$ cat src/shared/piv_pkg.sv
// constants, types and register map for the partition identifier virtualizer
// Operation
// - virtualization only with level two and support
// - level-one id register reads trap when enabled
// - separate app and guest mapping enables
// - mapping entries written from level two
// - virtual id indexes entries and valid bits
// - valid entry supplies the physical id
// - out of range above four times count plus three
// - substitute in-range id for both lookups
// - invalid entry falls back to default virtual
// - both invalid gives default physical id
// - host bit redirects guest encoding to level two
// - alias reaches guest register, undefined below two
// - guest register traps to two or three
// - app register access ignores host bit
// - level zero source chosen by guest lock
// - four sixteen-bit entries per mapping register
package piv_pkg;

	////////////////////////////////////////////////////////////////////////////////
	// register word offsets (byte addresses)
	localparam logic [7:0] OFS_CAP_ID    = 8'h00; // capability_id_register, read only
	localparam logic [7:0] OFS_HYP_CTL   = 8'h04; // hyp_partition_control
	localparam logic [7:0] OFS_VALID     = 8'h08; // mapping_valid_bits
	localparam logic [7:0] OFS_APP       = 8'h0C; // app_level_partition_register
	localparam logic [7:0] OFS_GUEST     = 8'h10; // guest_level_partition_register encoding
	localparam logic [7:0] OFS_HYP       = 8'h14; // hyp_level_partition_register
	localparam logic [7:0] OFS_MON       = 8'h18; // monitor_level_partition_register
	localparam logic [7:0] OFS_ALIAS     = 8'h1C; // guest_register_alias encoding
	localparam logic [7:0] OFS_HYP_CFG   = 8'h20; // hyp_config_register
	localparam logic [7:0] OFS_MAP_BASE  = 8'h40; // mapping_entry_register words, two entries each

	////////////////////////////////////////////////////////////////////////////////
	// field positions
	localparam int HCTL_APP_EN   = 0;  // app_mapping_enable
	localparam int HCTL_GUEST_EN = 1;  // guest_mapping_enable
	localparam int HCTL_LOCK     = 4;  // guest_lock
	localparam int HCTL_GTRAP    = 8;  // guest_register_trap
	localparam int HCTL_IDTRAP   = 31; // id_register_trap_enable
	localparam int HCFG_HOST     = 0;  // host_in_level_two
	localparam int HCFG_LOWER    = 1;  // lower_level_trap, level three only
	localparam int CAP_CNT_LSB   = 16; // mapping_register_count_max
	localparam int CAP_VIRT      = 19; // virtualization_supported

	////////////////////////////////////////////////////////////////////////////////
	// reset values and defaults
	localparam logic [31:0] RST_HYP_CTL = 32'h0000_0000;
	localparam logic [31:0] RST_VALID   = 32'h0000_0000;
	localparam logic [31:0] RST_PART    = 32'h0000_0000;
	localparam logic [31:0] RST_HYP_CFG = 32'h0000_0000;
	localparam logic [4:0]  DEF_VIRT_ID = 5'h00;      // default virtual identifier
	localparam logic [15:0] DEF_PHYS_ID = 16'h0000;   // default physical identifier
	localparam int          ENTRY_W     = 16;         // bits per mapping entry
	localparam int          ENTRIES_PER = 4;          // entries per mapping register

	////////////////////////////////////////////////////////////////////////////////
	// types
	typedef enum logic [1:0] {
		EL0 = 2'b00,
		EL1 = 2'b01,
		EL2 = 2'b10,
		EL3 = 2'b11
	} pivEl_t;

	typedef enum logic [1:0] {
		FLT_NONE  = 2'b00,
		FLT_TRAP2 = 2'b01,
		FLT_TRAP3 = 2'b10,
		FLT_UNDEF = 2'b11
	} pivFault_t;

	typedef enum logic [3:0] {
		TGT_NONE  = 4'h0,
		TGT_CAP   = 4'h1,
		TGT_HCTL  = 4'h2,
		TGT_VALID = 4'h3,
		TGT_APP   = 4'h4,
		TGT_GUEST = 4'h5,
		TGT_HYP   = 4'h6,
		TGT_MON   = 4'h7,
		TGT_HCFG  = 4'h8,
		TGT_MAP   = 4'h9
	} pivTarget_t;

	// identifiers that label one memory request pair
	typedef struct packed {
		logic [15:0] dataId;
		logic [15:0] instrId;
	} pivLabel_t;

	// result of resolving one virtual identifier
	typedef struct packed {
		logic [4:0] idx;      // entry finally looked up
		logic       usePhys;  // neither entry valid: default physical
	} pivResolve_t;

endpackage : piv_pkg

$ cat src/rtl/partition_id_virtualizer.sv
// partition identifier virtualizer: registers, access checks and request labelling
`timescale 1ns/1ns
`default_nettype none
module partition_id_virtualizer
	import piv_pkg::*;
#(
	parameter logic [2:0]  COUNT_MAX = 3'h7,    // mapping_register_count_max
	parameter logic [15:0] PART_MAX  = 16'h00FF, // largest_partition_value
	parameter logic        VIRT_SUP  = 1'b1     // virtualization_supported
) (
	input  wire logic        clock,
	input  wire logic        reset,
	input  wire pivEl_t      curEl,      // current privilege level
	input  wire logic        el2Enabled, // level two present and enabled here
	input  wire logic [7:0]  addr,
	input  wire logic [31:0] wdata,
	input  wire logic        wrStrobe,
	input  wire logic        rdStrobe,
	output logic      [31:0] rdata,
	output logic             trapToEl2,  // pulse: access trapped to level two
	output logic             trapToEl3,  // pulse: access trapped to level three
	output logic             undefAcc,   // pulse: access undefined
	output pivLabel_t        reqLabel    // physical ids for outgoing requests
);

	localparam int WORDS = 2 * (int'(COUNT_MAX) + 1); // two entries per bus word
	localparam int WA    = $clog2(WORDS);

	////////////////////////////////////////////////////////////////////////////////
	// control registers
	logic [31:0] hypCtl_q;   // hyp_partition_control
	logic [31:0] valid_q;    // mapping_valid_bits
	logic [31:0] appReg_q;   // app_level_partition_register
	logic [31:0] guestReg_q; // guest_level_partition_register
	logic [31:0] hypReg_q;   // hyp_level_partition_register
	logic [31:0] monReg_q;   // monitor_level_partition_register
	logic [31:0] hypCfg_q;   // hyp_config_register

	logic        hostBit;    // host_in_level_two
	logic        lowerTrap;  // lower_level_trap
	logic        virtOn;     // virtualization available in this state
	logic [4:0]  maxIdx;     // largest usable virtual identifier

	assign hostBit   = hypCfg_q[HCFG_HOST];
	assign lowerTrap = hypCfg_q[HCFG_LOWER];
	assign virtOn    = el2Enabled & VIRT_SUP;
	assign maxIdx    = {COUNT_MAX, 2'b11};    // four per register plus three

	////////////////////////////////////////////////////////////////////////////////
	// access decode: which register an access reaches and whether it faults
	pivTarget_t tgt;
	pivFault_t  flt;
	logic       mapInRange;
	logic [7:0] mapOfs;

	assign mapOfs     = addr - OFS_MAP_BASE;
	assign mapInRange = (addr >= OFS_MAP_BASE) && (int'(mapOfs[7:2]) < WORDS);

	// lower-level trap to three outranks every level-two trap
	always_comb
	begin
		tgt = TGT_NONE;
		flt = FLT_NONE;
		case (addr)
			OFS_CAP_ID:
			begin
				tgt = TGT_CAP;
				if (curEl == EL0)
					flt = FLT_UNDEF;
				else if (lowerTrap && curEl != EL3)
					flt = FLT_TRAP3;
				else if (curEl == EL1 && virtOn && hypCtl_q[HCTL_IDTRAP])
					flt = FLT_TRAP2;
			end
			OFS_HYP_CTL, OFS_VALID:
			begin
				tgt = (addr == OFS_HYP_CTL) ? TGT_HCTL : TGT_VALID;
				if (curEl < EL2)
					flt = FLT_UNDEF;
				else if (lowerTrap && curEl == EL2)
					flt = FLT_TRAP3;
			end
			OFS_APP:
			begin
				// host bit plays no part here
				tgt = TGT_APP;
				if (curEl == EL0)
					flt = FLT_UNDEF;
				else if (lowerTrap && curEl != EL3)
					flt = FLT_TRAP3;
			end
			OFS_GUEST:
			begin
				tgt = (curEl == EL2 && hostBit) ? TGT_HYP : TGT_GUEST;
				if (curEl == EL0)
					flt = FLT_UNDEF;
				else if (lowerTrap && curEl != EL3)
					flt = FLT_TRAP3;
				else if (curEl == EL1 && hypCtl_q[HCTL_GTRAP])
					flt = FLT_TRAP2;
			end
			OFS_HYP:
			begin
				tgt = TGT_HYP;
				if (curEl < EL2)
					flt = FLT_UNDEF;
				else if (lowerTrap && curEl == EL2)
					flt = FLT_TRAP3;
			end
			OFS_MON:
			begin
				tgt = TGT_MON;
				if (curEl != EL3)
					flt = FLT_UNDEF;
			end
			OFS_ALIAS:
			begin
				// alias bypasses the guest register trap
				tgt = TGT_GUEST;
				if (curEl < EL2 || !hostBit)
					flt = FLT_UNDEF;
				else if (lowerTrap && curEl == EL2)
					flt = FLT_TRAP3;
			end
			OFS_HYP_CFG:
			begin
				tgt = TGT_HCFG;
				if (curEl < EL2)
					flt = FLT_UNDEF;
			end
			default:
			begin
				// mapping words are written by levels two and three only
				if (mapInRange && addr[1:0] == 2'b00)
				begin
					tgt = TGT_MAP;
					if (curEl < EL2)
						flt = FLT_UNDEF;
					else if (lowerTrap && curEl == EL2)
						flt = FLT_TRAP3;
				end
			end
		endcase
	end

	logic accOk;  // strobe present and no fault
	logic wrOk;

	assign accOk = (wrStrobe | rdStrobe) && tgt != TGT_NONE && flt == FLT_NONE;
	assign wrOk  = wrStrobe && accOk;

	////////////////////////////////////////////////////////////////////////////////
	// register writes; each takes effect for lookups from the next cycle
	always_ff @(posedge clock)
	begin
		if (reset)
		begin
			hypCtl_q   <= RST_HYP_CTL;
			valid_q    <= RST_VALID;
			appReg_q   <= RST_PART;
			guestReg_q <= RST_PART;
			hypReg_q   <= RST_PART;
			monReg_q   <= RST_PART;
			hypCfg_q   <= RST_HYP_CFG;
		end
		else if (wrOk)
		begin
			case (tgt)
				TGT_HCTL:  hypCtl_q   <= wdata;
				TGT_VALID: valid_q    <= wdata;
				TGT_APP:   appReg_q   <= wdata;
				TGT_GUEST: guestReg_q <= wdata;
				TGT_HYP:   hypReg_q   <= wdata;
				TGT_MON:   monReg_q   <= wdata;
				TGT_HCFG:
				begin
					hypCfg_q[HCFG_HOST] <= wdata[HCFG_HOST];
					// only level three may set or clear the lower trap
					if (curEl == EL3)
						hypCfg_q[HCFG_LOWER] <= wdata[HCFG_LOWER];
				end
				default: ;
			endcase
		end
	end

	////////////////////////////////////////////////////////////////////////////////
	// fault pulses, one cycle after the strobe
	always_ff @(posedge clock)
	begin
		if (reset)
		begin
			trapToEl2 <= 1'b0;
			trapToEl3 <= 1'b0;
			undefAcc  <= 1'b0;
		end
		else
		begin
			trapToEl2 <= (wrStrobe | rdStrobe) && flt == FLT_TRAP2;
			trapToEl3 <= (wrStrobe | rdStrobe) && flt == FLT_TRAP3;
			undefAcc  <= (wrStrobe | rdStrobe) && (flt == FLT_UNDEF || tgt == TGT_NONE);
		end
	end

	////////////////////////////////////////////////////////////////////////////////
	// read word for registers held here; faulted reads return zero
	logic [31:0] regWord;

	always_comb
	begin
		regWord = 32'h0000_0000;
		if (rdStrobe && accOk)
		begin
			case (tgt)
				TGT_CAP:
				begin
					regWord                            = {16'h0000, PART_MAX};
					regWord[CAP_CNT_LSB +: 3]          = COUNT_MAX;
					regWord[CAP_VIRT]                  = VIRT_SUP;
				end
				TGT_HCTL:  regWord = hypCtl_q;
				TGT_VALID: regWord = valid_q;
				TGT_APP:   regWord = appReg_q;
				TGT_GUEST: regWord = guestReg_q;
				TGT_HYP:   regWord = hypReg_q;
				TGT_MON:   regWord = monReg_q;
				TGT_HCFG:  regWord = hypCfg_q;
				default:   regWord = 32'h0000_0000;
			endcase
		end
	end

	////////////////////////////////////////////////////////////////////////////////
	// source selection by privilege level
	logic [31:0] srcReg;
	logic        mapEn;

	always_comb
	begin
		case (curEl)
			EL0:
			begin
				srcReg = hypCtl_q[HCTL_LOCK] ? guestReg_q : appReg_q;
				mapEn  = hypCtl_q[HCTL_LOCK] ? hypCtl_q[HCTL_GUEST_EN] : hypCtl_q[HCTL_APP_EN];
			end
			EL1:
			begin
				srcReg = guestReg_q;
				mapEn  = hypCtl_q[HCTL_GUEST_EN];
			end
			EL2:
			begin
				srcReg = hypReg_q;
				mapEn  = 1'b0;
			end
			default:
			begin
				srcReg = monReg_q;
				mapEn  = 1'b0;
			end
		endcase
	end

	////////////////////////////////////////////////////////////////////////////////
	// virtual id resolution, used for both instruction and data ids
	function automatic pivResolve_t resolve(input logic [15:0] vid, input logic [31:0] vbits,
		input logic [4:0] lim);
		pivResolve_t r;
		logic [4:0]  sub;
		r   = '{idx: DEF_VIRT_ID, usePhys: 1'b0};
		// out-of-range ids are replaced by the top entry
		sub = (vid > {11'h000, lim}) ? lim : vid[4:0];
		if (vbits[sub])
			r.idx = sub;
		else if (vbits[DEF_VIRT_ID])
			r.idx = DEF_VIRT_ID;
		else
			r.usePhys = 1'b1;
		return r;
	endfunction : resolve

	pivResolve_t resI;
	pivResolve_t resD;

	assign resI = resolve(srcReg[15:0], valid_q, maxIdx);
	assign resD = resolve(srcReg[31:16], valid_q, maxIdx);

	////////////////////////////////////////////////////////////////////////////////
	// first stage: remember how each lookup must be finished
	logic        mapOn_q;
	pivResolve_t resI_q;
	pivResolve_t resD_q;
	pivLabel_t   raw_q;

	always_ff @(posedge clock)
	begin
		if (reset)
		begin
			mapOn_q <= 1'b0;
			resI_q  <= '0;
			resD_q  <= '0;
			raw_q   <= '0;
		end
		else
		begin
			mapOn_q <= mapEn & virtOn;
			resI_q  <= resI;
			resD_q  <= resD;
			raw_q   <= srcReg;
		end
	end

	////////////////////////////////////////////////////////////////////////////////
	// mapping storage; two entries per bus word, even entry in the low half
	logic [31:0] pairI;
	logic [31:0] pairD;

	piv_map_store #(
		.WORDS (WORDS),
		.WIDTH (32)
	) u_store (
		.clock   (clock),
		.wrEn    (wrOk && tgt == TGT_MAP),
		.wrAddr  (mapOfs[WA+1:2]),
		.wrData  (wdata),
		.rdAddrA (resI.idx[WA:1]),
		.rdDataA (pairI),
		.rdAddrB (resD.idx[WA:1]),
		.rdDataB (pairD),
		.busAddr (mapOfs[WA+1:2]),
		.busSel  (rdStrobe && accOk && tgt == TGT_MAP),
		.bypData (regWord),
		.busData (rdata)
	);

	////////////////////////////////////////////////////////////////////////////////
	// finish a lookup: entry half, default physical, or unmapped id
	function automatic logic [15:0] finish(input logic on, input pivResolve_t r,
		input logic [31:0] pair, input logic [15:0] raw);
		logic [15:0] v;
		if (!on)
			v = raw;
		else if (r.usePhys)
			v = DEF_PHYS_ID;
		else
			v = r.idx[0] ? pair[31:16] : pair[ENTRY_W-1:0];
		return v;
	endfunction : finish

	// output labels, two cycles after the state they reflect
	always_ff @(posedge clock)
	begin
		if (reset)
		begin
			reqLabel <= '0;
		end
		else
		begin
			reqLabel.instrId <= finish(mapOn_q, resI_q, pairI, raw_q.instrId);
			reqLabel.dataId  <= finish(mapOn_q, resD_q, pairD, raw_q.dataId);
		end
	end

endmodule : partition_id_virtualizer
`default_nettype wire

$ cat src/rtl/piv_map_store.sv
// mapping entry storage with two lookup ports and one register read port
`timescale 1ns/1ns
`default_nettype none
module piv_map_store #(
	parameter int WORDS = 16,
	parameter int WIDTH = 32
) (
	input  wire logic                     clock,
	input  wire logic                     wrEn,
	input  wire logic [$clog2(WORDS)-1:0] wrAddr,
	input  wire logic [WIDTH-1:0]         wrData,
	input  wire logic [$clog2(WORDS)-1:0] rdAddrA,
	output logic      [WIDTH-1:0]         rdDataA,
	input  wire logic [$clog2(WORDS)-1:0] rdAddrB,
	output logic      [WIDTH-1:0]         rdDataB,
	input  wire logic [$clog2(WORDS)-1:0] busAddr,
	input  wire logic                     busSel,
	input  wire logic [WIDTH-1:0]         bypData,
	output logic      [WIDTH-1:0]         busData
);

	logic [WIDTH-1:0] mem [WORDS]; // contents are undefined until software writes them

	// single write port
	always_ff @(posedge clock)
	begin
		if (wrEn)
		begin
			mem[wrAddr] <= wrData;
		end
	end

	// lookup ports, registered
	always_ff @(posedge clock)
	begin
		rdDataA <= mem[rdAddrA];
		rdDataB <= mem[rdAddrB];
	end

	// bus read word: either a stored word or the register word handed in
	always_ff @(posedge clock)
	begin
		busData <= busSel ? mem[busAddr] : bypData;
	end

endmodule : piv_map_store
`default_nettype wire

$ cat config.mk
export PLATFORM = sky130hd
export DESIGN_NAME = partition_id_virtualizer
export DESIGN_NICKNAME = d
export VERILOG_FILES = /design/src/shared/piv_pkg.sv /design/src/rtl/partition_id_virtualizer.sv /design/src/rtl/piv_map_store.sv
export SDC_FILE = /design/constraint.sdc
export NUM_CORES = 2
export LEC_CHECK = 0
export BUFFER_PORTS_ARGS = -buffer_cell sky130_fd_sc_hd__buf_2
export CAP_MARGIN = 20
export CORE_UTILIZATION = 35
export CTS_BUF_LIST = sky130_fd_sc_hd__clkbuf_8
export CTS_CLUSTER_DIAMETER = 150
export DETAILED_ROUTE_END_ITERATION = 7
export PLACE_DENSITY = 0.57
export SYNTH_ARGS = -nofsm -noshare
export SYNTH_HDL_FRONTEND = slang
export SYNTH_SLANG_ARGS = --single-unit
$ cat constraint.sdc
create_clock -name clock -period 5.79 [get_ports clock]
set_input_delay 0 -clock clock [delete_from_list [all_inputs] [get_ports clock]]
set_output_delay 0 -clock clock [all_outputs]
set_load 0.02 [all_outputs]
Word level (Yosys, flattened, before mapping) --
Memory sizes are Yosys's and may differ from the RTL's. A register that Yosys moved wholly into a read port is not among the register bits. Cells that the tools add are included.
Storage, ports and cells: output and inout bits 67, memories kept 1, word-level logic and storage cells 141, bits in registers 298, memory bits (writable) 512, bits of input ports 47
Memory list:
- u_store.mem | depth 16, bits a word 32, rd ports 3, clocked after memory_dff 2, wr ports 1, RTL line piv_map_store.sv:22 | logic [WIDTH-1:0] mem [WORDS];
Operators by class: add/sub/neg operators 1, reductions and logical operators 40, mux-type cells 43, eq/ne operators 24, bitwise logic cells 4, $lt $le $gt $ge 7
Operators by type and width (number):
- 32-bit one-hot mux with 8 select lines | 1
- 16-bit two-way mux | 6
- 32-bit two-way mux | 3
- 32-bit one-hot mux with 3 select lines | 1
- 8-bit by 5-bit equality test with 1-bit output, second input constant | 4
- 16-bit by 5-bit > comparator with 1-bit output, second input constant | 2
- 4-bit one-hot mux with 8 select lines | 1
- 2-bit two-way mux | 13
- 5-bit two-way mux | 4
- 1-bit logical AND | 17
- 4-bit by 3-bit equality test with 1-bit output, second input constant | 4
- 8-bit by 4-bit equality test with 1-bit output, second input constant | 2
- 2-bit one-hot mux with 7 select lines | 1
- 2-bit AND reduction | 7
- 5-bit by 6-bit less-than comparator with 1-bit output, second input constant | 2
- 1-bit binary-select mux with 5-bit select | 2
- 2-bit OR reduction | 5
- 1-bit two-way mux | 9
- 2-bit equality test, second input constant | 4
- 4-bit by 2-bit equality test with 1-bit output, second input constant | 2
- 4-bit equality test, second input constant | 2
- 8-bit by 3-bit equality test with 1-bit output, second input constant | 1
- 8-bit by 6-bit equality test with 1-bit output, second input constant | 1
- 8-bit by 7-bit greater-or-equal comparator with 1-bit output, second input constant | 1
- 19 further kinds | 24

Longest topological paths before layout --
depth in word-level cells 13, gate-level depth with buffers 16, gate-level depth less buffers 9

Modules after synthesis --
From an unflattened synthesis, not the netlist that was laid out.
Second synthesis, totals: cell total of the unflattened synthesis 3010, area, all modules 42575.8 um^2
Modules (own cells, without submodules):
- piv_map_store | area an instance 29102.9 um^2, cells an instance 1330, seq. area each 17296.6 um^2, times used 1
- partition_id_virtualizer | area an instance 13472.9 um^2, cells an instance 1680, seq. area each 5325.1 um^2, times used 1

Worst setup path after synthesis --
Ideal clock, no wire load.
kind input -> register, start in addr[1], end mem u_store.mem[1][0] (enable), cell stages on the path 10, path buffers 3, data required time 5329 ps, arrival time 4478 ps, slack 851 ps, library setup time 461 ps, cell sequence or4_1 buf_2 or3_1 and3_1 nand3_1 nand4_2 or2_2 clkbuf_1 clkbuf_1 nor3_1
On the way: longest elaborated chain between the ends 13, elaborated cells between the ends (all ways) 31, classes of those cells add/sub (1); order compare (2); eq/ne (9); mux (7); reduce/logical (12)
RTL lines:
- start, declared | RTL line partition_id_virtualizer.sv:15 | input wire logic [7:0] addr,
- 8-bit by 7-bit subtractor with 8-bit output | RTL line partition_id_virtualizer.sv:56 | assign mapOfs = addr - OFS_MAP_BASE;
- 6-bit by 5-bit less-than comparator with 1-bit output | RTL line partition_id_virtualizer.sv:57 | assign mapInRange = (addr >= OFS_MAP_BASE) && (int'(mapOfs[7:2]) < WORDS);
- 1-bit logical AND | RTL line partition_id_virtualizer.sv:57
- 1-bit logical AND | RTL line partition_id_virtualizer.sv:134 | if (mapInRange && addr[1:0] == 2'b00)
- 4-bit two-way mux | RTL line partition_id_virtualizer.sv:134
- 4-bit one-hot mux with 8 select lines | RTL line partition_id_virtualizer.sv:64 | case (addr)
- 4-bit nonzero test | RTL line partition_id_virtualizer.sv:149 | assign accOk = (wrStrobe | rdStrobe) && tgt != TGT_NONE && flt == FLT_NONE;
- 1-bit logical AND (2 in series) | RTL line partition_id_virtualizer.sv:149
- 1-bit logical AND | RTL line partition_id_virtualizer.sv:150 | assign wrOk = wrStrobe && accOk;
- 1-bit logical AND | RTL line partition_id_virtualizer.sv:323 | .wrEn (wrOk && tgt == TGT_MAP),
- 1-bit two-way mux | RTL line piv_map_store.sv:27 | if (wrEn)
- 1-bit two-way mux (not written as such) | RTL line piv_map_store.sv:29 | mem[wrAddr] <= wrData;
- end, declared | RTL line piv_map_store.sv:22
Parallel ways exist; a longest one is shown, timed or not.

Worst setup path in the final report --
start reg hypCtl_q[4], end reg u_store.rdDataB[12] (read register of u_store.mem)
On the way: longest elaborated chain between the ends 7
RTL lines:
- start, declared | RTL line partition_id_virtualizer.sv:31 | logic [31:0] hypCtl_q;
- start signal, assigned | RTL line partition_id_virtualizer.sv:169 | TGT_HCTL: hypCtl_q <= wdata;
- 32-bit two-way mux * | RTL line partition_id_virtualizer.sv:243 | srcReg = hypCtl_q[HCTL_LOCK] ? guestReg_q : appReg_q;
- 32-bit one-hot mux with 3 select lines * | RTL line partition_id_virtualizer.sv:240 | case (curEl)
- 16-bit by 5-bit > comparator with 1-bit output | RTL line partition_id_virtualizer.sv:272 | sub = (vid > {11'h000, lim}) ? lim : vid[4:0];
- 5-bit two-way mux * | RTL line partition_id_virtualizer.sv:272
- 1-bit binary-select mux with 5-bit select | RTL line partition_id_virtualizer.sv:273 | if (vbits[sub])
- 1-bit two-way mux (not written as such) | RTL line partition_id_virtualizer.sv:273
- 5-bit two-way mux * | RTL line partition_id_virtualizer.sv:273
- end, declared | RTL line piv_map_store.sv:15 | output logic [WIDTH-1:0] rdDataB,
Mark *: on every way between the ends. The rest lies on a longest branch, timed or not. The select of a mux whose other input is x is not followed. A chain may end at the register's enable or synchronous reset.

==> flow_summary.toml <==
[synthesis]
async_flop_share_pct = 0
synth_area_leaders = "edfxtp_1 (34%), dfxtp_1 (16%), mux4_2 (8.3%)"
syn_inst = 3916
syn_nets = 3963
synth_top_area_share_pct = 34.2
synth.distinct_cells = 83
ys_ff_latch = 874
ys.flop_type = "edfxtp_1"
ys_warn_count = 0
synth_area_um2 = 45000
synth_edf_count = 512
synth_area_per_cell_um2 = 11.5
synth_area_leader_cell = "edfxtp_1"
yosysSeqAreaShare_pct = 50.3

[power]
p_per_area_nw_per_um2 = 280
power_leakage_uw = 0.0187
peakVddDrop_uv = 240

[global_route]
grtUsageTotal_pct = 27.2
overflow = 0
grt_pass1_wl_um = 259000
grt_max_degree = 138
antenna_found_initial = 8
grt_pass1_vias = 35528

[die]
die-area_um2 = 130000
fp.dieH_um = 361
coreArea_um2 = 128000
initial_core_util_pct = 35.3
io-pin-count = 114
num_rows = 131
chipWidth_um = 361

[clock_network]
cts_setup_buffers = 0
cts_root_buf = "clkbuf_8"
htreeDepth = 4
cts.clk_slew.worst_paths_ps = 60
clock-sinks = 874
cts_tree = "built"
insertion_delay_ps = 870
cts_max_path_buffers = 3
cts-buffers-inserted = 150

[setup_path]
critPathCaptureType = "register"
crit_chain = "or2_1, o211ai_1, o22ai_1, and2_1, nand2_1, o32ai_2, and2_2, buf_4, o21ai_0, o32ai_2"
path_class = "reg2reg"
arrival_ps = 5520
cp_max_fo = 34
slowest_stage = "and2_2"
cp-start-kind = "register"
required_ps = 6550
crit_path_frequent_cell = "o32ai_2"
max_stage_delay_ps = 980

[drt]
wl_um = 183000
via_per_inst = 6.55
num_vias = 37622
drt_iter0_drc = 5200
first_pass_iters = 8
ant_nets = 0
drc_errors = 1
wl_per_cell_um = 31.9

[sta]
setup-violations-final = 0
max_slew_margin_pct = 14.6
fin_setup_tns_ps = 0
tightest_slew_ps = 1280
fin_crit_sh_pct = 82.2
whs_ps = 106
fmax_ghz = 0.210
rsz0062_at_grt = "no"
skew_ps = 43.2
maxSlewViolCount = 0
hold_viol = 0
fin_crit_ps = 4760

[layout]
area_growth_pct = 13.0
layout_commonest_cell = "edfxtp_1"
final_util_pct = 39.9
n_fill_cell = 12234
drive_gt1_share_pct = 20.0
final_cell_mix = "edfxtp_1 (512), mux2i_1 (363), dfxtp_1 (362)"
nets = 3997

[outcome]
failed_checks = "DRC"
outcome = "finished, violations left"

[placed_design]
hpwl_um = 107000
portBuffers = 113
place_congestion = 0.908

[hold_path]
hold_path.class = "in2reg"

[flow_run]
drv_cap = 0
-- metal layers --
layer  up-vias  wire (µm)  global-route usage (%)
li1      15501          -                       -
met1     18604      69800                    35.5
met2      2893      79800                    40.2
met3       618      22400                    7.51
met4         6      11400                    16.4
met5         -         31                       0
-- logic make-up after synthesis --
| group | synth area share (%) |
|---|---|
| AOI/OAI and AO/OA | 17.4 |
| and+or+nand+nor | 10.8 |
| DFF | 50.3 |
| muxes | 17.4 |
| buffers and inverters | 4.13 |
-- critical path, delay by kind of cell, from the launching register on --
kind / cells / cell delay [ps]
compound gates: 5 / 1490
simple gates: 4 / 2210
flops: 1 / 320
buf+inv: 1 / 600
-- where the power goes --
part           total [µW]  internal (µW)  switching, µW
clock                5810           3090           2720
combinational        1680            553           1130
sequential           6760           6660            105
-- cell type report --
cell class	instances	area (µm²)	area share (%)
Antenna cell	3	7.51	0.0148
Clock inverter	95	591	1.16
Clock buffer	182	2500	4.93
Multi-Input combinational cell	2633	20800	40.9
Inverter	10	37.5	0.0738
Timing Repair Buffer	281	2180	4.30
Tap cell	1662	2080	4.09
Sequential cell	874	22600	44.5
-- registers in the layout, summed over array words and instances, names as in the netlist, 32 cells and up --
signal	count
u_store.mem	512
guestReg_q	32
hypReg_q	32
valid_q	32
reqLabel	32
appReg_q	32
u_store.busData	32
u_store.rdDataA	32
raw_q	32
hypCtl_q	32
u_store.rdDataB	32
monReg_q	32
-- cells in the mapped netlist, types with 13 or more instances --
library cell	n
edfxtp_1	512
mux2i_1	363
dfxtp_1	362
nor2_1	296
nand2_1	272
clkbuf_1	254
a21oi_1	178
o21ai_0	171
mux4_2	165
a31oi_1	99
a32oi_1	98
a211oi_1	81
and3_1	80
buf_2	76
nor3_1	73
nand4_1	68
a221o_1	60
a221oi_1	48
nor2b_1	44
nand3_1	43
and2_1	40
mux2_2	40
o22ai_1	38
a211o_1	35
buf_1	35
o21bai_1	33
a21boi_0	32
a222oi_1	32
a31o_2	31
buf_6	27
a221oi_2	22
o32ai_2	20
o32ai_1	15
nor3b_1	14
nor4_1	13
-- path summary, 6_finish.rpt --
path / start / end / slack [ps] / depth (start not counted)
worst min-delay path: addr[4] / u_store.busData[23] / 110 / 4
worst min register to register: hypCtl_q[14] / hypCtl_q[14] / 490 / 2
worst max register to register: hypCtl_q[4] / u_store.rdDataB[12] / 1030 / 10
worst max-delay path: hypCtl_q[4] / u_store.rdDataB[12] / 1030 / 10
-- through the flow --
stage | area [µm²] | cells | worst slack, ps | total power [µW]
finish | 50800 | 5740 | 1030 | 14300
floorplan | 45000 | 3916 | 851 | 7780
global placement | 47300 | 5415 | 1320 | 8470
global route | 50800 | 5738 | 851 | 14600
detailed placement | 47300 | 5415 | 1230 | 8480
CTS | 50800 | 5736 | 1190 | 14300
-- timing repair --
action	4_1_cts	5_1_grt
hold endpoints to repair	753	0
hold buffers	44	0
endpoints found under the setup margin	0	0
resized for setup	0	0
No activity file was read; power rests on OpenSTA's default activity.
